File: config.mk
export PLATFORM = sky130hd
export DESIGN_NAME = adcsl_ctrl
export DESIGN_NICKNAME = d
export VERILOG_FILES = /design/src/logic/adcsl_pkg.sv /design/src/logic/adcsl_sar.sv /design/src/logic/adcsl_ctrl.sv
export SDC_FILE = /design/constraint.sdc
export NUM_CORES = 1
export LEC_CHECK = 0
export ABC_AREA = 0
export BUFFER_PORTS_ARGS = -buffer_cell sky130_fd_sc_hd__buf_4
export CORE_UTILIZATION = 35
export DETAILED_ROUTE_END_ITERATION = 12
export PLACE_DENSITY_LB_ADDON = 0.05
export SETUP_SLACK_MARGIN = 0.2
export SLEW_MARGIN = 20
export SYNTH_ARGS = -nofsm -noshare
export SYNTH_HDL_FRONTEND = slang
export SYNTH_SLANG_ARGS = --single-unit
File: constraint.sdc
create_clock -name sys_clk -period 5.4 [get_ports sys_clk]
set_clock_uncertainty 0.05 [all_clocks]
set_input_delay 0.81 -clock sys_clk [delete_from_list [all_inputs] [get_ports sys_clk]]
set_output_delay 0.81 -clock sys_clk [all_outputs]
set_load 0.01 [all_outputs]
File: src/logic/adcsl_pkg.sv
// Shared constants and types of the converter selection latch block
`default_nettype none
package adcsl_pkg;
   localparam int unsigned ADCSL_RES_BITS   = 10;
   localparam int unsigned ADCSL_NORMAL_CYC = 13;
   localparam int unsigned ADCSL_FIRST_CYC  = 25;
   localparam int unsigned ADCSL_CNT_W      = 5;
   localparam logic [ADCSL_RES_BITS-1:0] ADCSL_CODE_ZERO  = 10'h000;
   localparam logic [ADCSL_RES_BITS-1:0] ADCSL_CODE_MSB   = 10'h200;
   localparam logic [ADCSL_RES_BITS-1:0] ADCSL_FULL_SCALE = 10'h3FF;
   localparam logic [ADCSL_CNT_W-1:0]    ADCSL_CNT_ZERO   = 5'h00;

   typedef struct packed {
      logic [1:0] reference_select;
      logic [4:0] channel_select;
   } adcsl_sel_t;

   localparam adcsl_sel_t ADCSL_SEL_RST = 7'h00;

   typedef struct packed {
      logic converter_enable;
      logic auto_trigger_enable;
      logic free_running;
      logic irq_enable;
   } adcsl_ctrl_t;

   typedef enum logic [2:0] {
      ADCSL_SLP_IDLE  = 3'h1,
      ADCSL_SLP_NOISE = 3'h2,
      ADCSL_SLP_OTHER = 3'h4
   } adcsl_sleep_t;

   typedef enum logic [1:0] {
      ADCSL_SAR_IDLE = 2'h1,
      ADCSL_SAR_CONV = 2'h2
   } adcsl_sar_st_t;
endpackage
`default_nettype wire

File: src/logic/adcsl_sar.sv
// Successive approximation sequencer counting converter clock ticks
`default_nettype none
`timescale 1ns/1ps
module adcsl_sar
   import adcsl_pkg::*;
(
   // Clock and reset
   input  wire logic                      sys_clk,
   input  wire logic                      rst_n,
   // Control
   input  wire logic                      adc_tick,
   input  wire logic                      start,
   input  wire logic                      first_conv,
   input  wire logic                      abort,
   input  wire logic                      cmp_hi,
   // Status and data
   output logic                           busy,
   output logic                           last_cycle,
   output logic                           done,
   output logic [ADCSL_RES_BITS-1:0]      trial,
   output logic [ADCSL_RES_BITS-1:0]      result
);
   adcsl_sar_st_t               state_r, state_nxt;
   logic [ADCSL_CNT_W-1:0]      cnt_r, cnt_nxt, total;
   logic [ADCSL_RES_BITS-1:0]   code_r, code_nxt, mask_r, mask_nxt, res_r, res_nxt;
   logic                        first_r, first_nxt;

   always_comb
   begin
      state_nxt = state_r;
      cnt_nxt   = cnt_r;
      code_nxt  = code_r;
      mask_nxt  = mask_r;
      res_nxt   = res_r;
      first_nxt = first_r;
      done      = 1'b0;
      total     = first_r ? ADCSL_CNT_W'(ADCSL_FIRST_CYC) : ADCSL_CNT_W'(ADCSL_NORMAL_CYC);
      unique case (state_r)
         ADCSL_SAR_IDLE:
            if (adc_tick && start && !abort)
            begin
               state_nxt = ADCSL_SAR_CONV;
               cnt_nxt   = ADCSL_CNT_ZERO;
               code_nxt  = ADCSL_CODE_MSB;
               mask_nxt  = ADCSL_CODE_MSB;
               first_nxt = first_conv;
            end
         ADCSL_SAR_CONV:
            if (abort)
               state_nxt = ADCSL_SAR_IDLE;
            else if (adc_tick)
            begin
               if (cnt_r == total - 5'h01)
               begin
                  done    = 1'b1;
                  res_nxt = code_r;
                  if (start)
                  begin
                     cnt_nxt   = ADCSL_CNT_ZERO;
                     code_nxt  = ADCSL_CODE_MSB;
                     mask_nxt  = ADCSL_CODE_MSB;
                     first_nxt = 1'b0;
                  end
                  else
                     state_nxt = ADCSL_SAR_IDLE;
               end
               else
               begin
                  cnt_nxt = cnt_r + 5'h01;
                  // Bits settle in the ten cycles before the final one
                  if (mask_r != ADCSL_CODE_ZERO && cnt_r >= total - 5'h0B)
                  begin
                     // Input above every trial resolves to full scale
                     code_nxt = (cmp_hi ? code_r : (code_r & ~mask_r)) | (mask_r >> 1);
                     mask_nxt = mask_r >> 1;
                  end
               end
            end
         default:
            state_nxt = ADCSL_SAR_IDLE;
      endcase
   end

   always_ff @(posedge sys_clk or negedge rst_n)
   begin
      if (!rst_n)
      begin
         state_r <= ADCSL_SAR_IDLE;
         cnt_r   <= ADCSL_CNT_ZERO;
         code_r  <= ADCSL_CODE_ZERO;
         mask_r  <= ADCSL_CODE_ZERO;
         res_r   <= ADCSL_CODE_ZERO;
         first_r <= 1'b0;
      end
      else
      begin
         state_r <= state_nxt;
         cnt_r   <= cnt_nxt;
         code_r  <= code_nxt;
         mask_r  <= mask_nxt;
         res_r   <= res_nxt;
         first_r <= first_nxt;
      end
   end

   assign busy       = (state_r == ADCSL_SAR_CONV);
   assign last_cycle = busy && (cnt_r == total - 5'h01);
   assign trial      = code_r;
   assign result     = res_r;
endmodule
`default_nettype wire

File: src/logic/adcsl_ctrl.sv
// Converter selection latch, start control and sleep-triggered start
`default_nettype none
`timescale 1ns/1ps
module adcsl_ctrl
   import adcsl_pkg::*;
(
   // Clock and reset
   input  wire logic                      sys_clk,
   input  wire logic                      rst_n,
   // Selection buffer access
   input  wire logic                      sel_wr,
   input  wire adcsl_sel_t                sel_wdata,
   output adcsl_sel_t                     sel_rdata,
   output adcsl_sel_t                     sel_active,
   // Control
   input  wire adcsl_ctrl_t               ctrl,
   input  wire logic                      start_wr,
   input  wire logic                      done_clr,
   input  wire logic                      trigger_in,
   input  wire logic                      adc_tick,
   // CPU sleep
   input  wire logic                      cpu_halt,
   input  wire adcsl_sleep_t              sleep_mode,
   // Analog side
   input  wire logic                      cmp_in,
   output logic [ADCSL_RES_BITS-1:0]      dac_code,
   output logic                           analog_power_on,
   // Status
   output logic                           prescaler_reset,
   output logic                           start_bit,
   output logic                           done_flag,
   output logic [ADCSL_RES_BITS-1:0]      result,
   output logic                           irq_req,
   output logic                           sleep_conv
);
   adcsl_sel_t  sel_buf_r, sel_buf_nxt, sel_lat_r, sel_lat_nxt;
   logic        cmp_s1_r, cmp_s2_r;
   logic        trig_d_r, pend_r, pend_nxt, first_r, first_nxt;
   logic        done_r, done_nxt, slp_r, slp_nxt;
   logic        sar_busy, sar_last, sar_done, sar_start, accept;
   logic        active, trig_go, sleep_go, free_run, user_go;

   adcsl_sar u_sar (
      .sys_clk    (sys_clk),
      .rst_n      (rst_n),
      .adc_tick   (adc_tick),
      .start      (sar_start),
      .first_conv (first_r),
      .abort      (!ctrl.converter_enable),
      .cmp_hi     (cmp_s2_r),
      .busy       (sar_busy),
      .last_cycle (sar_last),
      .done       (sar_done),
      .trial      (dac_code),
      .result     (result)
   );

   assign active   = pend_r || sar_busy;
   assign free_run = ctrl.converter_enable && ctrl.auto_trigger_enable && ctrl.free_running;
   // Edges arriving during a conversion are dropped
   assign trig_go  = ctrl.converter_enable && ctrl.auto_trigger_enable && !ctrl.free_running
                     && trigger_in && !trig_d_r && !active;
   assign user_go  = start_wr && ctrl.converter_enable && !active;
   // Only a halt event starts; staying asleep or awake never retriggers
   assign sleep_go = cpu_halt && (sleep_mode == ADCSL_SLP_IDLE || sleep_mode == ADCSL_SLP_NOISE)
                     && ctrl.converter_enable && !ctrl.auto_trigger_enable && !active;
   assign sar_start = pend_r || (sar_done && free_run);
   assign accept    = adc_tick && pend_r && !sar_busy && ctrl.converter_enable;

   always_comb
   begin
      sel_buf_nxt = sel_wr ? sel_wdata : sel_buf_r;
      // Open while idle and in the final cycle, shut otherwise for every start source
      sel_lat_nxt = (!sar_busy || sar_last) ? sel_buf_r : sel_lat_r;
      pend_nxt    = pend_r;
      if (user_go || trig_go || sleep_go)
         pend_nxt = 1'b1;
      if (accept || !ctrl.converter_enable)
         pend_nxt = 1'b0;
      first_nxt   = first_r;
      if (!ctrl.converter_enable)
         first_nxt = 1'b1;
      else if (accept)
         first_nxt = 1'b0;
      // Completion wins over a clear in the same cycle
      done_nxt    = sar_done || (done_r && !done_clr);
      slp_nxt     = slp_r;
      if (sleep_go)
         slp_nxt = 1'b1;
      else if (sar_done || !ctrl.converter_enable)
         slp_nxt = 1'b0;
   end

   always_ff @(posedge sys_clk or negedge rst_n)
   begin
      if (!rst_n)
      begin
         sel_buf_r <= ADCSL_SEL_RST;
         sel_lat_r <= ADCSL_SEL_RST;
         cmp_s1_r  <= 1'b0;
         cmp_s2_r  <= 1'b0;
         trig_d_r  <= 1'b0;
         pend_r    <= 1'b0;
         first_r   <= 1'b1;
         done_r    <= 1'b0;
         slp_r     <= 1'b0;
      end
      else
      begin
         sel_buf_r <= sel_buf_nxt;
         sel_lat_r <= sel_lat_nxt;
         cmp_s1_r  <= cmp_in;
         cmp_s2_r  <= cmp_s1_r;
         trig_d_r  <= trigger_in;
         pend_r    <= pend_nxt;
         first_r   <= first_nxt;
         done_r    <= done_nxt;
         slp_r     <= slp_nxt;
      end
   end

   assign sel_rdata       = sel_buf_r;
   assign sel_active      = sel_lat_r;
   assign prescaler_reset = trig_go;
   assign start_bit       = active;
   assign done_flag       = done_r;
   // Request stands until cleared, so an earlier wake cannot lose it
   assign irq_req         = done_r && ctrl.irq_enable;
   assign sleep_conv      = slp_r;
   // Sleep mode does not gate power; software must drop the enable
   assign analog_power_on = ctrl.converter_enable;

   a_idle_follow: assert property (@(posedge sys_clk) disable iff (!rst_n)
      !sar_busy |=> sel_lat_r == $past(sel_buf_r))
      else $error("latch did not follow buffer while idle");
   a_lock_hold: assert property (@(posedge sys_clk) disable iff (!rst_n)
      (sar_busy && !sar_last && ctrl.converter_enable) ##1 sar_busy |-> $stable(sel_lat_r))
      else $error("latch changed during conversion");
   a_reopen_last: assert property (@(posedge sys_clk) disable iff (!rst_n)
      sar_last |=> sel_lat_r == $past(sel_buf_r))
      else $error("latch not reopened in final cycle");
   a_start_tick: assert property (@(posedge sys_clk) disable iff (!rst_n)
      accept |=> sar_busy && !pend_r)
      else $error("conversion did not begin on tick");
   a_start_busy: assert property (@(posedge sys_clk) disable iff (!rst_n)
      (user_go ##1 !(accept || !ctrl.converter_enable)) |-> start_bit)
      else $error("start bit low with conversion pending");
   a_done_flag: assert property (@(posedge sys_clk) disable iff (!rst_n)
      sar_done |=> done_flag && result == $past(dac_code))
      else $error("completion did not set flag and result");
   a_free_restart: assert property (@(posedge sys_clk) disable iff (!rst_n)
      (sar_done && free_run) |=> sar_busy && start_bit)
      else $error("free-running restart missing");
   a_sleep_start: assert property (@(posedge sys_clk) disable iff (!rst_n)
      sleep_go |=> pend_r && sleep_conv)
      else $error("sleep entry did not request conversion");
   a_sleep_busy: assert property (@(posedge sys_clk) disable iff (!rst_n)
      (cpu_halt && sar_busy) |-> !sleep_go)
      else $error("sleep start during conversion");
   a_irq_raise: assert property (@(posedge sys_clk) disable iff (!rst_n)
      (sar_done && ctrl.irq_enable) ##1 ctrl.irq_enable |-> irq_req)
      else $error("completion request not raised");
   a_trig_presc: assert property (@(posedge sys_clk) disable iff (!rst_n)
      (trigger_in && !trig_d_r && ctrl.converter_enable && ctrl.auto_trigger_enable
       && !ctrl.free_running && !active) |-> prescaler_reset ##1 pend_r)
      else $error("trigger edge did not start conversion");

   // Buffer, flag, sleep and trigger bookkeeping
   a_buf_write: assert property (@(posedge sys_clk) disable iff (!rst_n)
      sel_wr |=> sel_rdata == $past(sel_wdata))
      else $error("buffer write not taken");
   a_buf_hold: assert property (@(posedge sys_clk) disable iff (!rst_n)
      !sel_wr |=> $stable(sel_rdata))
      else $error("buffer changed without a write");
   a_done_clear: assert property (@(posedge sys_clk) disable iff (!rst_n)
      (done_clr && !sar_done) |=> !done_flag)
      else $error("done flag not cleared");
   a_start_clear: assert property (@(posedge sys_clk) disable iff (!rst_n)
      (sar_done && !free_run) |=> !start_bit)
      else $error("start bit not cleared at completion");
   a_sleep_clear: assert property (@(posedge sys_clk) disable iff (!rst_n)
      sar_done |=> !sleep_conv)
      else $error("sleep conversion flag stuck");
   a_irq_hold: assert property (@(posedge sys_clk) disable iff (!rst_n)
      (irq_req && !done_clr) ##1 ctrl.irq_enable |-> irq_req)
      else $error("completion request dropped");
   a_other_sleep: assert property (@(posedge sys_clk) disable iff (!rst_n)
      (cpu_halt && sleep_mode == ADCSL_SLP_OTHER) |-> !sleep_go && analog_power_on == ctrl.converter_enable)
      else $error("other sleep mode touched the converter");
   a_trig_ignore: assert property (@(posedge sys_clk) disable iff (!rst_n)
      active |-> !prescaler_reset)
      else $error("trigger edge accepted while busy");

   // Main scenarios the bench is expected to reach
   c_sleep_conv: cover property (@(posedge sys_clk) disable iff (!rst_n) sleep_conv && sar_done);
   c_free_run:   cover property (@(posedge sys_clk) disable iff (!rst_n) sar_done && free_run);
   c_wr_locked:  cover property (@(posedge sys_clk) disable iff (!rst_n) sel_wr && sar_busy && !sar_last);
   c_trig_start: cover property (@(posedge sys_clk) disable iff (!rst_n) prescaler_reset ##1 pend_r);
   c_sleep_busy: cover property (@(posedge sys_clk) disable iff (!rst_n) cpu_halt && active);
endmodule
`default_nettype wire

==> impl_results.md <==
- Outcome: completed
- Vias in the first global route: 1926
- Fill cells: 676
- Combinational cell fraction of total power: 25.6%
- CP startpoint kind: flop
- Share of Yosys cell area claimed by the top area cell type: 52.7%
- Die height: 89.9 µm
- Die area: 8090 µm²
- Max-cap violations: 0
- Overall routing resource usage: 15.3%
- ANT cells: 0
- CTS Hold Bufs: 0
- Ratio of cells with drive above 1 in the final layout: 38.2%
- Routed Antenna Nets: 0
- Crit share post-route: 55.5%
- Num ports: 63
- Sw Share: 30.1%
- Post_cts resized: 0
- Cell count after synthesis: 221
- Share of flip-flops with an asynchronous set or reset: 100%
- Nets: 313
- WP data arrival: 2.14 ns
- Drc violations: 0
- Commonest non-fill, non-tap cell in the layout: buf_4
- Hold Vio Cnt, Final: 0
- Pre-Repair DR Iteration Count: 4
- Setup-failing EPs final: 0
- Area after DPL: 3210 µm²
- Final WS setup: 2.40 ns
- Starting Density: 36.7%
- Total power: 1370 µW
- Postcts setup bufs: 0
- Fmax: 333 MHz
- DRT Wirelength: 5750 µm
- Worst-path fanout max: 9
- Vias per cell: 5.03
- Most frequent cells in the layout: buf_4 (62), dfrtp_1 (57), mux2_2 (24)
- Iter 0 DRT Violations: 101
- Reg clk slew, reported paths: 0.07 ns
- Crit Path Class: flop to output port
- Clock power frac: 36.2%
- Rows: 31
- Post-synth top flop: dfrtp_1
- Placer Congestion: 0.756
- Die width: 89.9 µm
- Minimum clock period: 3.00 ns
- Synth area leader: dfrtp_1
- Post-DP HPWL: 3750 µm
- Clk root buf: clkbuf_8
- Post-synth cell types: 46
- Vias: 1947
- RSZ-0062 raised after global routing: no
- Max clock buf depth: 2
- PwrDens: 396 nW/µm²
- Antenna violations before repair: 0
- EDFF count, synth: 0
- Area Growth Syn to Fin: 27.7%
- Port Buf Inserts: 62
- Total CTS buffers: 9
- Post-route setup TNS: 0 ns
- Seq/Total Area, Yosys: 54.6%
- # clock sinks: 59
- First-pass GRT wire length: 9630 µm
- YS warnings: 0
- Seq cells post-synth: 59
- Area contributors post-synth: dfrtp_1 (53%), mux2_2 (10%), a22o_1 (6.5%)
- Synthesized area per cell: 12.2 µm²
- Min-delay worst type: flop to flop
- Largest net degree at the start of global routing: 60
- Internal Power: 957 µW
- Pre-CTS WS: 2.72 ns
- Actual slew at the worst max-slew pin: 0.982 ns
- Psw: 412 µW
- Overflow after GRT: 0
- Syn Nets: 251
- VDD IR max: 219 µV
- Final Instance Area: 3460 µm²
- Sequential Power Share: 38.1%
- Layout Utilization: 46.9%
- Relative slew margins: 34.3%
- TritonCTS clock tree: yes
- Leak Pwr: 0.00167 µW
- Reg2reg setup slack: 2.78 ns
- Slew Limit Fails: 0
- Mapped Area: 2710 µm²
- WP data required: 4.54 ns
- Core Region: 7370 µm²
- Worst setup EP type: output port
- Routed WL per cell: 14.9 µm
- CTS H-tree lvls: 3
- Clk_lat worst skew: 0.33 ns
==> cells by family (layout without fill, tap and decap cells) <==
group                      Yosys count  in the layout  synth area share [%]
AOI/OAI and AO/OA                   54             54                  14.7
xor gates and xnor gates             2              2                 0.925
adders and majority gates            7              7                  3.24
buffers and inverters               19             86                  4.11
DFF                                 59             59                  54.6
muxes                               26             26                  10.7
and+or+nand+nor                     54             54                  11.6
==> final timing paths <==
check,from,endpoint,cells after the start
hold reg to reg,cmp_s1_r$_DFF_PN0_,cmp_s2_r$_DFF_PN0_,0
hold / removal,cmp_s1_r$_DFF_PN0_,cmp_s2_r$_DFF_PN0_,0
setup reg to reg,u_sar.state_r[0]$_DFFE_PN1P_,u_sar.trial[2]$_DFFE_PN0P_,7
setup / recovery,u_sar.state_r[0]$_DFFE_PN1P_,prescaler_reset,5
min in group asynchronous,rst_n,pend_r$_DFFE_PN0P_,1
max in group asynchronous,rst_n,u_sar.result[0]$_DFFE_PN0P_,1
==> Yosys cell counts (2+ instances only) <==
| library cell | instances |
|---|---|
| a31oi_1 | 2 |
| buf_2 | 4 |
| nor4_1 | 3 |
| nand2b_1 | 3 |
| mux2i_1 | 2 |
| nor2_1 | 4 |
| dfstp_2 | 2 |
| o21ai_0 | 14 |
| inv_1 | 8 |
| nor3b_1 | 2 |
| o21ai_1 | 2 |
| nand2_1 | 13 |
| nand4b_1 | 2 |
| a21oi_1 | 3 |
| buf_6 | 4 |
| dfrtp_1 | 57 |
| mux2_2 | 24 |
| nand3_1 | 6 |
| ha_1 | 7 |
| a22o_1 | 20 |
| and2_1 | 11 |
| and3_1 | 2 |
| a211oi_1 | 2 |
| a21o_1 | 2 |
==> power groups by stage <==
stage | Combinational, µW | Clock [µW] | Sequential (µW)
floorplan | 265 | 0 | 531
global placement | 358 | 0 | 529
detailed placement | 357 | 0 | 530
CTS | 357 | 511 | 523
global route | 390 | 524 | 529
finish | 351 | 496 | 522
==> registers in the layout, indices dropped and copies added, names as in the netlist <==
register       count
u_sar.mask_r      10
u_sar.result      10
u_sar.trial       10
sel_active         7
sel_rdata          7
u_sar.cnt_r        5
u_sar.state_r      2
cmp_s1_r           1
cmp_s2_r           1
done_flag          1
first_r            1
pend_r             1
sleep_conv         1
trig_d_r           1
u_sar.first_r      1
==> final cells by class <==
type | instances | area (µm²) | area share [%]
Multi-Input combinational cell | 143 | 1120 | 32.3
Sequential cell | 59 | 1480 | 42.8
Timing Repair Buffer | 62 | 465 | 13.5
Clock inverter | 4 | 97.6 | 2.82
Tap cell | 99 | 124 | 3.58
Clock buffer | 12 | 145 | 4.20
Inverter | 8 | 30.0 | 0.869
==> metal layers <==
| metal | part of all wire (%) | track usage [%] | wire length (µm) |
|---|---|---|---|
| met5 | 0 | 0 | 0 |
| met4 | 1.4 | 8.47 | 83 |
| met3 | 5.2 | 3.89 | 302 |
| met2 | 43 | 21.5 | 2470 |
| met1 | 50 | 21.3 | 2900 |
==> worst max-delay path, cell delays in order, from the launching register on <==
cell and delay (ns):
dfstp_2 0.54, inv_1 0.04, ha_1 0.29, or2_2 0.36, nor4_1 0.38, buf_4 0.19
==> per-stage QoR <==
| stage | cells | hold slack, ns |
|---|---|---|
| 5_1_grt | 387 | 0.308 |
| 4_1_cts | 387 | 0.292 |
| 3_3_place_gp | 371 | 0.282 |
| 2_1_floorplan | 221 | 0.281 |
| 3_5_place_dp | 371 | 0.285 |
| 6_report | 387 | 0.289 |
(Power assumes the default switching activity.)
